[src/core/ntpseq_pkg.sv]
// Package for the two-plane NAND host sequencer: commands, timing, states.
// Assumes a 125 MHz clock and an 8-bit multiplexed flash port.
package ntpseq_pkg;
  localparam int unsigned CLK_MHZ         = 125;
  localparam logic [7:0]  CMD_PAGE_PROG   = 8'h10;
  localparam logic [7:0]  CMD_DUMMY_PROG  = 8'h11;
  localparam logic [7:0]  CMD_CACHE_PROG  = 8'h15;
  localparam logic [7:0]  CMD_PROG_SETUP  = 8'h80;
  localparam logic [7:0]  CMD_NEXT_PLANE  = 8'h81;
  localparam logic [7:0]  CMD_ERASE_SETUP = 8'h60;
  localparam logic [7:0]  CMD_ERASE_CONF  = 8'hd0;
  localparam logic [7:0]  CMD_STATUS      = 8'h70;
  localparam logic [7:0]  CMD_RESET       = 8'hff;
  localparam int unsigned ROW_CYCLES      = 3;
  localparam int unsigned COL_CYCLES      = 2;
  // Bit position of the plane select inside the 24-bit row address.
  localparam int unsigned PLANE_BIT_POS   = 6;
  localparam int unsigned STAT_FAIL_BIT   = 0;
  localparam int unsigned STAT_READY_BIT  = 6;
  // Strobe phase width in ns and in cycles (a least time, rounded up).
  localparam int unsigned STROBE_NS       = 25;
  localparam int unsigned STROBE_CYC      = (STROBE_NS * CLK_MHZ + 999) / 1000;
  // Wait after a strobe before ready/busy is trusted (least time).
  localparam int unsigned WB_NS           = 100;
  localparam int unsigned WB_CYC          = (WB_NS * CLK_MHZ + 999) / 1000;
  localparam int unsigned CNT_W           = 8;

  typedef enum logic [1:0] {
    NTPSEQ_LAT_CMD  = 2'b00,
    NTPSEQ_LAT_ADDR = 2'b01,
    NTPSEQ_LAT_DIN  = 2'b10,
    NTPSEQ_LAT_DOUT = 2'b11
  } ntpseq_lat_type;

  typedef enum logic [4:0] {
    NTPSEQ_INIT       = 5'h00,
    NTPSEQ_IDLE       = 5'h01,
    NTPSEQ_P_SETUP    = 5'h02,
    NTPSEQ_P_COL      = 5'h03,
    NTPSEQ_P_ROW      = 5'h04,
    NTPSEQ_P_DATA     = 5'h05,
    NTPSEQ_P_CONF     = 5'h06,
    NTPSEQ_E_SETUP    = 5'h07,
    NTPSEQ_E_ROW      = 5'h08,
    NTPSEQ_E_CONF     = 5'h09,
    NTPSEQ_WAIT_BUSY  = 5'h0a,
    NTPSEQ_ST_CMD     = 5'h0b,
    NTPSEQ_ST_READ    = 5'h0c,
    NTPSEQ_RST_CMD    = 5'h0d,
    NTPSEQ_DONE       = 5'h0e
  } ntpseq_state_type;
endpackage : ntpseq_pkg

[src/core/ntpseq_strobe.sv]
// One flash bus cycle: strobe low phase with the latch raised, then strobe high phase.
// Registers kind and data at start, so the caller need not hold them while busy is high.
`timescale 1ns/1ns
module ntpseq_strobe (
  input  wire logic                       clk,
  input  wire logic                       arst_n,
  input  wire logic                       start,
  input  wire ntpseq_pkg::ntpseq_lat_type kind,
  input  wire logic [7:0]                 wdata,
  input  wire logic [7:0]                 io_in,
  output logic                            busy,
  output logic                            done,
  output logic                            cle,
  output logic                            ale,
  output logic                            we_n,
  output logic                            re_n,
  output logic [7:0]                      io_out,
  output logic                            io_oe,
  output logic [7:0]                      rdata
);
  import ntpseq_pkg::*;

  logic [1:0]       phase;
  logic [1:0]       next_phase;
  logic [CNT_W-1:0] cnt;
  logic [CNT_W-1:0] next_cnt;
  ntpseq_lat_type   cur;
  ntpseq_lat_type   next_cur;
  logic [7:0]       next_rdata;
  logic [7:0]       next_io_out;

  always_comb begin
    next_phase  = phase;
    next_cnt    = cnt;
    next_cur    = cur;
    next_rdata  = rdata;
    next_io_out = io_out;
    done        = 1'b0;
    if (phase == 2'd0) begin
      if (start) begin
        next_phase  = 2'd1;
        next_cur    = kind;
        next_io_out = wdata;
        next_cnt    = CNT_W'(STROBE_CYC - 1);
      end
    end else if (cnt != '0) begin
      next_cnt = cnt - 1'b1;
    end else if (phase == 2'd1) begin
      next_phase = 2'd2;
      next_cnt   = CNT_W'(STROBE_CYC - 1);
      // Read data is taken just before the rising read strobe.
      if (cur == NTPSEQ_LAT_DOUT) begin
        next_rdata = io_in;
      end
    end else begin
      next_phase = 2'd0;
      done       = 1'b1;
    end
  end

  always_ff @(posedge clk or negedge arst_n) begin
    if (!arst_n) begin
      phase  <= 2'd0;
      cnt    <= '0;
      cur    <= NTPSEQ_LAT_CMD;
      rdata  <= 8'h00;
      io_out <= 8'h00;
    end else begin
      phase  <= next_phase;
      cnt    <= next_cnt;
      cur    <= next_cur;
      rdata  <= next_rdata;
      io_out <= next_io_out;
    end
  end

  assign busy  = (phase != 2'd0);
  assign cle   = busy && (cur == NTPSEQ_LAT_CMD);
  assign ale   = busy && (cur == NTPSEQ_LAT_ADDR);
  assign io_oe = busy && (cur != NTPSEQ_LAT_DOUT);
  assign we_n  = !(phase == 2'd1 && cur != NTPSEQ_LAT_DOUT);
  assign re_n  = !(phase == 2'd1 && cur == NTPSEQ_LAT_DOUT);
endmodule : ntpseq_strobe

[src/core/ntpseq_host.sv]
// Host sequencer for two-plane cache program and two-plane block erase.
// Assumes an 8-bit flash port with pull-up on ready/busy, and a user that
// streams page bytes with valid/ready.
`timescale 1ns/1ns
module ntpseq_host #(
  parameter int unsigned PAGE_BYTES = 2112
) (
  input  wire logic        clk,
  input  wire logic        arst_n,
  input  wire logic        op_valid,
  input  wire logic        op_erase,
  input  wire logic        op_last,
  input  wire logic [23:0] op_row,
  input  wire logic        abort,
  output logic             op_ready,
  input  wire logic        wr_valid,
  input  wire logic [7:0]  wr_data,
  output logic             wr_ready,
  output logic             op_done,
  output logic             op_fail,
  output logic             flash_cle,
  output logic             flash_ale,
  output logic             flash_we_n,
  output logic             flash_re_n,
  output logic             flash_wp_n,
  output logic [7:0]       flash_io_out,
  output logic             flash_io_oe,
  input  wire logic [7:0]  flash_io_in,
  input  wire logic        flash_rb_n
);
  import ntpseq_pkg::*;

  logic       rb_meta;
  logic       rb_sync;
  logic [7:0] io_meta;
  logic [7:0] io_sync;

  always_ff @(posedge clk or negedge arst_n) begin
    if (!arst_n) begin
      rb_meta <= 1'b0;
      rb_sync <= 1'b0;
      io_meta <= 8'h00;
      io_sync <= 8'h00;
    end else begin
      rb_meta <= flash_rb_n;
      rb_sync <= rb_meta;
      io_meta <= flash_io_in;
      io_sync <= io_meta;
    end
  end

  ntpseq_state_type state;
  ntpseq_state_type next_state;
  ntpseq_state_type after_wait;
  ntpseq_state_type next_after_wait;
  logic [11:0]      bcnt;
  logic [11:0]      next_bcnt;
  logic [CNT_W-1:0] wcnt;
  logic [CNT_W-1:0] next_wcnt;
  logic             plane;
  logic             next_plane;
  logic             erase;
  logic             next_erase;
  logic             last;
  logic             next_last;
  logic [23:0]      row;
  logic [23:0]      next_row;
  logic             next_op_done;
  logic             next_op_fail;
  logic             st_start;
  ntpseq_lat_type   st_kind;
  logic [7:0]       st_wdata;
  logic             st_busy;
  logic             st_done;
  logic [7:0]       st_rdata;

  ntpseq_strobe u_strobe (
    .clk    (clk),
    .arst_n (arst_n),
    .start  (st_start),
    .kind   (st_kind),
    .wdata  (st_wdata),
    .io_in  (io_sync),
    .busy   (st_busy),
    .done   (st_done),
    .cle    (flash_cle),
    .ale    (flash_ale),
    .we_n   (flash_we_n),
    .re_n   (flash_re_n),
    .io_out (flash_io_out),
    .io_oe  (flash_io_oe),
    .rdata  (st_rdata)
  );

  // Row address with the plane bit forced per plane; one byte is sent per cycle.
  logic [23:0] row_pl;
  assign row_pl = plane ? (row | (24'h000001 << PLANE_BIT_POS))
                        : (row & ~(24'h000001 << PLANE_BIT_POS));

  always_comb begin
    next_state      = state;
    next_after_wait = after_wait;
    next_bcnt       = bcnt;
    next_wcnt       = wcnt;
    next_plane      = plane;
    next_erase      = erase;
    next_last       = last;
    next_row        = row;
    next_op_done    = 1'b0;
    next_op_fail    = op_fail;
    st_start        = 1'b0;
    st_kind         = NTPSEQ_LAT_CMD;
    st_wdata        = 8'h00;
    op_ready        = 1'b0;
    wr_ready        = 1'b0;
    unique case (state)
      // Power-up busy: nothing is sent until ready/busy rises.
      NTPSEQ_INIT: begin
        if (rb_sync) begin
          next_state = NTPSEQ_IDLE;
        end
      end
      NTPSEQ_IDLE: begin
        op_ready = rb_sync;
        if (op_valid && rb_sync) begin
          next_erase = op_erase;
          next_last  = op_last;
          next_row   = op_row;
          next_plane = 1'b0;
          next_bcnt  = '0;
          next_state = op_erase ? NTPSEQ_E_SETUP : NTPSEQ_P_SETUP;
        end
      end
      NTPSEQ_P_SETUP: begin
        st_wdata = plane ? CMD_NEXT_PLANE : CMD_PROG_SETUP;
        st_start = !st_busy;
        if (st_done) begin
          next_state = NTPSEQ_P_COL;
        end
      end
      NTPSEQ_P_COL: begin
        st_kind  = NTPSEQ_LAT_ADDR;
        st_start = !st_busy;
        if (st_done) begin
          next_bcnt = bcnt + 12'h001;
          if (bcnt == 12'(COL_CYCLES - 1)) begin
            next_bcnt  = '0;
            next_state = NTPSEQ_P_ROW;
          end
        end
      end
      NTPSEQ_P_ROW, NTPSEQ_E_ROW: begin
        st_kind  = NTPSEQ_LAT_ADDR;
        st_wdata = row_pl[8*bcnt[1:0] +: 8];
        st_start = !st_busy;
        if (st_done) begin
          next_bcnt = bcnt + 12'h001;
          if (bcnt == 12'(ROW_CYCLES - 1)) begin
            next_bcnt = '0;
            if (erase) begin
              next_plane = 1'b1;
              next_state = plane ? NTPSEQ_E_CONF
                                 : NTPSEQ_E_SETUP;
            end else begin
              next_state = NTPSEQ_P_DATA;
            end
          end
        end
      end
      NTPSEQ_P_DATA: begin
        st_kind  = NTPSEQ_LAT_DIN;
        st_wdata = wr_data;
        wr_ready = !st_busy;
        st_start = !st_busy && wr_valid;
        if (st_done) begin
          next_bcnt = bcnt + 12'h001;
          if (bcnt == 12'(PAGE_BYTES - 1)) begin
            next_state = NTPSEQ_P_CONF;
          end
        end
      end
      NTPSEQ_P_CONF: begin
        // First plane closes with the dummy command; the last page uses
        // the true program, others the cache program command.
        if (!plane) begin
          st_wdata = CMD_DUMMY_PROG;
        end else begin
          st_wdata = last ? CMD_PAGE_PROG : CMD_CACHE_PROG;
        end
        st_start = !st_busy;
        if (st_done) begin
          next_wcnt       = CNT_W'(WB_CYC);
          next_after_wait = plane ? NTPSEQ_ST_CMD : NTPSEQ_P_SETUP;
          next_plane      = 1'b1;
          next_bcnt       = '0;
          next_state      = NTPSEQ_WAIT_BUSY;
        end
      end
      NTPSEQ_E_SETUP: begin
        st_wdata = CMD_ERASE_SETUP;
        st_start = !st_busy;
        if (st_done) begin
          next_state = NTPSEQ_E_ROW;
        end
      end
      NTPSEQ_E_CONF: begin
        st_wdata = CMD_ERASE_CONF;
        st_start = !st_busy;
        if (st_done) begin
          next_wcnt       = CNT_W'(WB_CYC);
          next_after_wait = NTPSEQ_ST_CMD;
          next_state      = NTPSEQ_WAIT_BUSY;
        end
      end
      // Busy covers the dummy, cache and final page times alike; the
      // final page may include the previous cached cycle.
      NTPSEQ_WAIT_BUSY: begin
        if (wcnt != '0) begin
          next_wcnt = wcnt - 1'b1;
        end else if (rb_sync) begin
          next_state = after_wait;
        end
      end
      NTPSEQ_ST_CMD: begin
        st_wdata = CMD_STATUS;
        st_start = !st_busy;
        if (st_done) begin
          next_state = NTPSEQ_ST_READ;
        end
      end
      NTPSEQ_ST_READ: begin
        st_kind  = NTPSEQ_LAT_DOUT;
        st_start = !st_busy;
        if (st_done) begin
          next_state = NTPSEQ_DONE;
        end
      end
      NTPSEQ_DONE: begin
        next_op_fail = st_rdata[STAT_FAIL_BIT]
                    || !st_rdata[STAT_READY_BIT];
        next_op_done = 1'b1;
        next_state   = NTPSEQ_IDLE;
      end
      NTPSEQ_RST_CMD: begin
        st_wdata = CMD_RESET;
        st_start = !st_busy;
        if (st_done) begin
          next_wcnt       = CNT_W'(WB_CYC);
          next_after_wait = NTPSEQ_IDLE;
          next_state      = NTPSEQ_WAIT_BUSY;
        end
      end
      default: begin
        next_state = NTPSEQ_IDLE;
      end
    endcase
    // Abort is taken only between strobes, so no cycle is cut short.
    // A held abort is taken once: never when idle nor during the reset's
    // own busy wait, or the reset command would be reissued without end.
    if (abort && !st_busy && state != NTPSEQ_INIT
        && state != NTPSEQ_RST_CMD && state != NTPSEQ_IDLE
        && !(state == NTPSEQ_WAIT_BUSY && after_wait == NTPSEQ_IDLE)) begin
      next_state = NTPSEQ_RST_CMD;
    end
  end

  always_ff @(posedge clk or negedge arst_n) begin
    if (!arst_n) begin
      state      <= NTPSEQ_INIT;
      after_wait <= NTPSEQ_IDLE;
      bcnt       <= '0;
      wcnt       <= '0;
      plane      <= 1'b0;
      erase      <= 1'b0;
      last       <= 1'b0;
      row        <= 24'h000000;
      op_done    <= 1'b0;
      op_fail    <= 1'b0;
    end else begin
      state      <= next_state;
      after_wait <= next_after_wait;
      bcnt       <= next_bcnt;
      wcnt       <= next_wcnt;
      plane      <= next_plane;
      erase      <= next_erase;
      last       <= next_last;
      row        <= next_row;
      op_done    <= next_op_done;
      op_fail    <= next_op_fail;
    end
  end

  // Write protect is held deasserted from reset; the host never raises
  // it, so no busy operation can see it change.
  assign flash_wp_n = 1'b1;

  init_quiet_a: assert property (@(posedge clk) disable iff (!arst_n)
    state == NTPSEQ_INIT |-> !flash_we_n == 1'b0 && !flash_cle)
    else $error("Strobe issued during power-up busy.");

  wp_high_a: assert property (@(posedge clk) disable iff (!arst_n)
    flash_wp_n)
    else $error("Write protect asserted.");

  erase_conf_a: assert property (@(posedge clk) disable iff (!arst_n)
    $rose(state == NTPSEQ_E_CONF) |-> $past(plane))
    else $error("Erase confirm before second block address.");

  wait_ready_a: assert property (@(posedge clk) disable iff (!arst_n)
    state == NTPSEQ_WAIT_BUSY && !rb_sync |=> state == NTPSEQ_WAIT_BUSY
    || state == NTPSEQ_RST_CMD)
    else $error("Left busy wait while device busy.");

  dummy_cmd_a: assert property (@(posedge clk) disable iff (!arst_n)
    state == NTPSEQ_P_CONF && !plane && st_start
    |-> st_wdata == CMD_DUMMY_PROG)
    else $error("First plane not closed with dummy program.");

  next_plane_a: assert property (@(posedge clk) disable iff (!arst_n)
    state == NTPSEQ_P_SETUP && plane && st_start
    |-> st_wdata == CMD_NEXT_PLANE)
    else $error("Second plane setup not next-plane input.");

  plane_bit_a: assert property (@(posedge clk) disable iff (!arst_n)
    (state == NTPSEQ_P_ROW || state == NTPSEQ_E_ROW) && bcnt == '0 && st_busy
    |-> flash_io_out[PLANE_BIT_POS] == plane)
    else $error("Plane select bit mismatch.");

  fail_status_a: assert property (@(posedge clk)
    disable iff (!arst_n)
    state == NTPSEQ_DONE && st_rdata[STAT_FAIL_BIT] |=> op_done && op_fail)
    else $error("Status failure not reported.");
endmodule : ntpseq_host

[config.mk]
export PLATFORM = sky130hd
export DESIGN_NAME = ntpseq_host
export DESIGN_NICKNAME = d
export VERILOG_FILES = /design/src/core/ntpseq_pkg.sv /design/src/core/ntpseq_strobe.sv /design/src/core/ntpseq_host.sv
export SDC_FILE = /design/constraint.sdc
export NUM_CORES = 1
export LEC_CHECK = 0
export ABC_AREA = 1
export BUFFER_PORTS_ARGS = -buffer_cell sky130_fd_sc_hd__buf_2
export CORE_MARGIN = 5
export CORE_UTILIZATION = 35
export CTS_CLUSTER_SIZE = 16
export DETAILED_ROUTE_END_ITERATION = 12
export GPL_ROUTABILITY_DRIVEN = 0
export PLACE_DENSITY_LB_ADDON = 0.15
export SLEW_MARGIN = 5
export SYNTH_ARGS = -nofsm -noshare
export SYNTH_HDL_FRONTEND = slang
export SYNTH_HIERARCHICAL = 1
export SYNTH_SLANG_ARGS = --single-unit
export TNS_END_PERCENT = 50
[constraint.sdc]
create_clock -name clk -period 2.55 [get_ports clk]
set_input_delay 0.255 -clock clk [delete_from_list [all_inputs] [get_ports clk]]
set_output_delay 0.255 -clock clk [all_outputs]
set_load 0.05 [all_outputs]
==> out/results.tsv, run 1 <==
stage	metric	value	unit
status	status	finished, final reports clean	
yosys	synthesis.area	4660	µm²
grt	grt_pass1_wl	20200	µm
clocking	h-tree-depth	3	
grt	grt_start_max_net_pins	43	
yosys	netlist_instances	622	
drt	drc	0	
setup_path	critPathRequiredTime	2.76	ns
clocking	cts_tree	yes	
drt	num_vias	4152	
setup_path	crit_buf_inv	5	
drt	drt_first_pass_iters	4	
drt	ant_nets	0	
final_layout	area_delta_synth_final	18.5	%
place	post-dp-hpwl	8910	µm
timing	fin_crit	2.24	ns
timing	fmax	447	MHz
die	rows	42	
timing	tightest_slew	0.695	ns
timing	worst_slack	0.311	ns
die	dieArea	15700	µm²
die	die_w	125	µm
timing	slew_headroom	53.6	%
yosys	synth_nets	676	
yosys	yosysWarnings	6	
setup_path	worst-path-max-fanout	8	
place	pre_cts_slack	0.319	ns
power_and_ir_drop	p_total	5140	µW
die	die_height	125	µm
final_layout	diodes	0	
clocking	clk_pin_slew	0.06	ns
die	start_util	35.5	%
grt	grt_util_all_layers	15.8	%
die	io_pins	66	
drt	vias_per_cell	4.78	
final_layout	nFillCells	1410	
clocking	clock_sinks	83	
die	core_area	13100	µm²
yosys	syn_area_per_cell	7.49	µm²
clocking	postCtsSetupBuffers	0	
clocking	clock_path_buffers	2	
setup_path	critPathKind	flop to flop	
setup_path	worst_path_max_delay_cell	dfrtp_1	
setup_path	cp_slowest_stage_delay	0.40	ns
grt	grt_pass1_vias	4187	
final_layout	final_cell_mix	nand2_1 (223), dfrtp_1 (82), inv_1 (67), buf_2 (56), nor2_1 (50)	
timing	rsz0062_at_grt	no	
power_and_ir_drop	powerDensity	932	nW/µm²
power_and_ir_drop	irDropWorstVdd	0.000397	V
drt	avgRoutedWirePerCell	13.6	µm
place	portBuffers	57	
timing	min_period_over_period	87.8	%
grt	overflow	0	
clocking	cts-root-buf	clkbuf_16	
final_layout	drive_gt1_share	17.0	%
grt	antenna_found_initial	0	
clocking	numCtsBuffers	9	
timing	clock-skew-final	0.00579	ns
timing	setup-violations-final	0	
setup_path	crit_family	simple AND/OR/NAND/NOR gates	
drt	drt-total-wl	11800	µm
timing	fin_tns_setup	0	ns
final_layout	nNetsFinal	743	
job	drv_cap	0	
setup_path	crit_path_cell_trace	inv_1 > ha_1 > nand2_2 > nor2_4 > nand2_1 > inv_1 > inv_1 > nand2_1 > nand2_1 > inv_1 > nand2_1 > nor2_4 > inv_1 > nand2_1 > o21ai_0	
timing	slew_violations	0	
setup_path	critPathCaptureType	flop	
timing	hold_viol_final	0	
clocking	worstSkewPairLatency	0.34	ns
setup_path	cp-start-kind	flop	
power_and_ir_drop	p_leak	0.00290	µW
hold_path	hp-class	input pin to flop	
final_layout	final_common_cell	nand2_1	
setup_path	crit_arrival	2.44	ns
drt	drtIter0Drc	164	
## sequential cells by signal, summed over array words and instances (netlist names), 2 cells and up
| name | count |
|---|---|
| io_sync | 2 |
| u_strobe/phase | 2 |
| state | 4 |
| u_strobe/cur | 2 |
| u_strobe/cnt | 8 |
| row | 23 |
| io_meta | 2 |
| u_strobe/rdata | 2 |
| after_wait | 3 |
| wcnt | 8 |
| u_strobe/io_out | 8 |
| bcnt | 12 |
## cell type report
| cell class | count | area (µm²) | share of cell area [%] |
|---|---|---|---|
| repair buffers | 69 | 393 | 7.11 |
| clock inverters | 5 | 85.1 | 1.54 |
| multi-input cells | 455 | 2240 | 40.6 |
| clock buffers | 10 | 239 | 4.33 |
| flip-flops and latches | 83 | 2080 | 37.6 |
| well taps | 176 | 220 | 3.99 |
| inverters | 71 | 267 | 4.83 |
## metrics by stage
stage	utilization (%)	instances	hold slack [ns]	instance area (µm²)
final	42.0	869	0.0210	5520
after detailed placement	39.5	853	0.311	5190
after global placement	39.5	853	0.304	5190
after CTS	42.0	869	0.00478	5520
after global routing	42.0	869	0.0142	5520
after floorplan	-	622	-0.0406	4660
## routing by layer
layer | routed length, µm | global-route usage (%)
met1 | 5670 | 20.6
met2 | 5390 | 25.5
met3 | 408 | 3.16
met4 | 327 | 7.14
met5 | 0 | 0
## timing repair
item	CTS	global route
gates resized for setup	0	0
hold buffers	1	0
setup endpoints to repair	0	0
endpoints found under the hold margin	40	0
## power breakdown
part | internal (µW) | total (µW) | switching (µW)
Clock | 884 | 1420 | 535
Combinational | 617 | 1860 | 1240
Sequential | 1620 | 1860 | 246
Total | 3120 | 5140 | 2030
## final timing paths
kind | startpoint | to | slack, ns | cells after the start
max in group asynchronous | arst_n | u_strobe/io_out[4] | 1.47 | 3
worst min register to register | io_meta[6] | io_sync[6] | 0.35 | 0
worst max register to register | u_strobe/cnt[0] | bcnt[0] | 0.31 | 15
min in group asynchronous | arst_n | after_wait[3] | 0.47 | 2
worst max-delay path | u_strobe/cnt[0] | bcnt[0] | 0.31 | 15
worst min-delay path | flash_io_in[6] | io_meta[6] | 0.02 | 1
No activity file was read; power rests on OpenSTA's default activity.
==> inputs of run 2 (changes only) <==
- ABC_CLOCK_PERIOD_IN_PS: not set -> 1920
- clock period: 2.55 -> 1.92 ns (I/O delays scaled with it)
==> run 2 against run 1 <==
Compared with the run above:
- wire length rose by 5.3%
- register-to-register slack got worse by 0.24 ns
- worst setup slack got worse by 0.30 ns
- via count rose by 4.3%
- sequential share of layout area fell by 3.0 points
- total power rose by 41%
- clock-buffer cell count fell by 1
- sequential power rose by 32%
- hold slack improved by 0.012 ns
- highest routed layer unchanged
- final cell count rose by 4.9%
- first-iteration DRC count rose by 6.1%
- largest power group is now combinational logic
- core utilization rose by 3.7 points
==> out/results.tsv, run 2 (synthesis results as in run 1) <==
stage	metric	value	unit
hold_path	hp-start	op_row[14]	
setup_path	worst-path-stages	4	
drt	drc	0	
grt	overflow	0	
clocking	cts_tree	yes	
drt	drt_first_pass_iters	4	
final_layout	area_delta_synth_final	28.9	%
power_and_ir_drop	irDropWorstVdd	0.000566	V
clocking	clock_path_buffers	2	
die	dieArea	15700	µm²
final_layout	largestRegisters	row: 23 flops, bcnt: 12 flops	
timing	slew_headroom	52.2	%
setup_path	cp_slowest_stage_delay	0.47	ns
clocking	cts-root-buf	clkbuf_16	
power_and_ir_drop	p_total	7250	µW
timing	rsz0062_at_grt	yes	
place	portBuffers	57	
grt	grt_pass1_vias	4294	
timing	fin_crit	1.91	ns
final_layout	final_cells	912	
die	die_height	125	µm
hold_path	hp-class	input pin to flop	
setup_path	worstReg2RegStart	state[3]	
setup_path	r2r-end	bcnt[8]	
final_layout	final_cell_mix	nand2_1 (212), dfrtp_1 (78), inv_1 (58), buf_2 (54), nor2_1 (47)	
final_layout	multiInputGateArea	2330	µm²
clocking	h-tree-depth	3	
drt	drtIter0Drc	174	
clocking	worstSkewPairLatency	0.35	ns
grt	antenna_found_initial	0	
hold_path	hold_end	row[14]	
power_and_ir_drop	p_leak	0.00317	µW
hold_path	hold_depth	3	
drt	drt-total-wl	12400	µm
timing	min_period_over_period	99.6	%
setup_path	critPathKind	flop to primary output	
drt	ant_nets	0	
final_layout	largest_register	row	
die	rows	42	
timing	fin_tns_setup	0	ns
timing	fmax	523	MHz
place	dp.cells	883	
setup_path	reg2reg_depth	13	
place	post-dp-hpwl	9390	µm
die	io_pins	66	
grt	grt_pass1_wl	20500	µm
final_layout	final_common_cell	nand2_1	
final_layout	post-route-util	45.7	%
setup_path	critPathRequiredTime	1.73	ns
final_layout	drive_gt1_share	25.7	%
drt	num_vias	4329	
drt	avgRoutedWirePerCell	13.6	µm
final_layout	nNetsFinal	785	
setup_path	crit_path_cell_trace	nor2_2 > nand2_1 > nor2_1 > buf_4	
clocking	clk_pin_slew	0.07	ns
setup_path	cp-start-kind	flop	
power_and_ir_drop	powerDensity	1210	nW/µm²
die	start_util	35.5	%
setup_path	critPathCaptureType	primary output	
setup_path	crit_arrival	1.72	ns
setup_path	r2r_slack	0.07	ns
clocking	numCtsBuffers	9	
setup_path	worst-path-max-fanout	7	
grt	grt_util_all_layers	16.1	%
drt	vias_per_cell	4.75	
final_layout	seq_area	2080	µm²
timing	tightest_slew	0.716	ns
die	core_area	13100	µm²
setup_path	crit_buf_inv	1	
job	drv_cap	0	
grt	grt_start_max_net_pins	29	
timing	clock-skew-final	0.00541	ns
final_layout	nFillCells	1368	
final_layout	diodes	0	
setup_path	crit_family	simple AND/OR/NAND/NOR gates	
status	status	finished, final reports clean	
timing	hold_viol_final	0	
setup_path	worst_path_max_delay_cell	dfrtp_2	
timing	slew_violations	0	
die	die_w	125	µm
final_layout	largest_reg_flops	23	
timing	setup-violations-final	0	
clocking	clock_sinks	83	
==> run 2: changes by cell type in the layout (fill, tap and decap cells not counted), moves of 6 or more <==
cell / change
nand2_1: -11
buf_4: +33
inv_2: +6
inv_1: -9
nand2_2: +7
==> run 2: area by class of cell <==
| type | instances | share of cell area, % |
|---|---|---|
| Sequential cell | 83 | 34.7 |
| Timing Repair Buffer | 111 | 13.5 |
| Multi-Input combinational cell | 455 | 38.8 |
| Inverter | 71 | 4.58 |
| Clock inverter | 7 | 1.00 |
| Tap cell | 176 | 3.67 |
| Clock buffer | 9 | 3.75 |
==> run 2: power breakdown <==
group          leakage, µW  internal [µW]  switching, µW  total, µW
clock             0.000143            901            778       1680
combinational      0.00198           1240           1870       3110
sequential         0.00105           2160            307       2460
total              0.00317           4300           2950       7250
==> run 2: worst max path at each step <==
stage | slack, ns | start | endpoint
floorplan | 0.02 | u_strobe/cnt[0] | bcnt[10]
CTS | 0.005 | state[3] | u_strobe/io_out[5]
finish | 0.008 | state[3] | op_ready
global route | -0.05 | state[3] | op_ready
detailed placement | -0.004 | u_strobe/cnt[0] | state[1]
global placement | 0.03 | state[3] | u_strobe/io_out[1]
==> run 2: worst reg2reg max path, delay by kind of cell (launching register included) <==
family                 cells  cell delay [ns]
and+or+nand+nor            9             0.76
buffers and inverters      4             0.55
DFF                        1             0.46
==> run 2: through the flow <==
step	setup WS (ns)	hold slack (ns)	area (µm²)
2_1_floorplan	0.0179	-0.104	4680
3_3_place_gp	0.0267	0.159	5470
3_5_place_dp	-0.00446	0.155	5470
4_1_cts	0.00462	0.0227	5810
5_1_grt	-0.0537	0.0400	6010
6_report	0.00756	0.0334	6010
==> run 2: metal layers <==
layer | vias up | GRT usage, % | wire length, µm
li1 | 2223 | - | -
met1 | 1998 | 21.3 | 5760
met2 | 90 | 26.3 | 5790
met3 | 18 | 3.03 | 645
met4 | 0 | 6.38 | 215
met5 | - | 0 | 0
==> run 2: what timing repair did <==
| item | CTS | global route |
|---|---|---|
| resized for setup | 6 | 34 |
| buffers inserted | 0 | 7 |
| hold buffers | 4 | 0 |
| pin swaps | 0 | 11 |
| setup endpoints to repair | 6 | 43 |
| hold endpoints to repair | 28 | 0 |
| gates cloned | 0 | 2 |
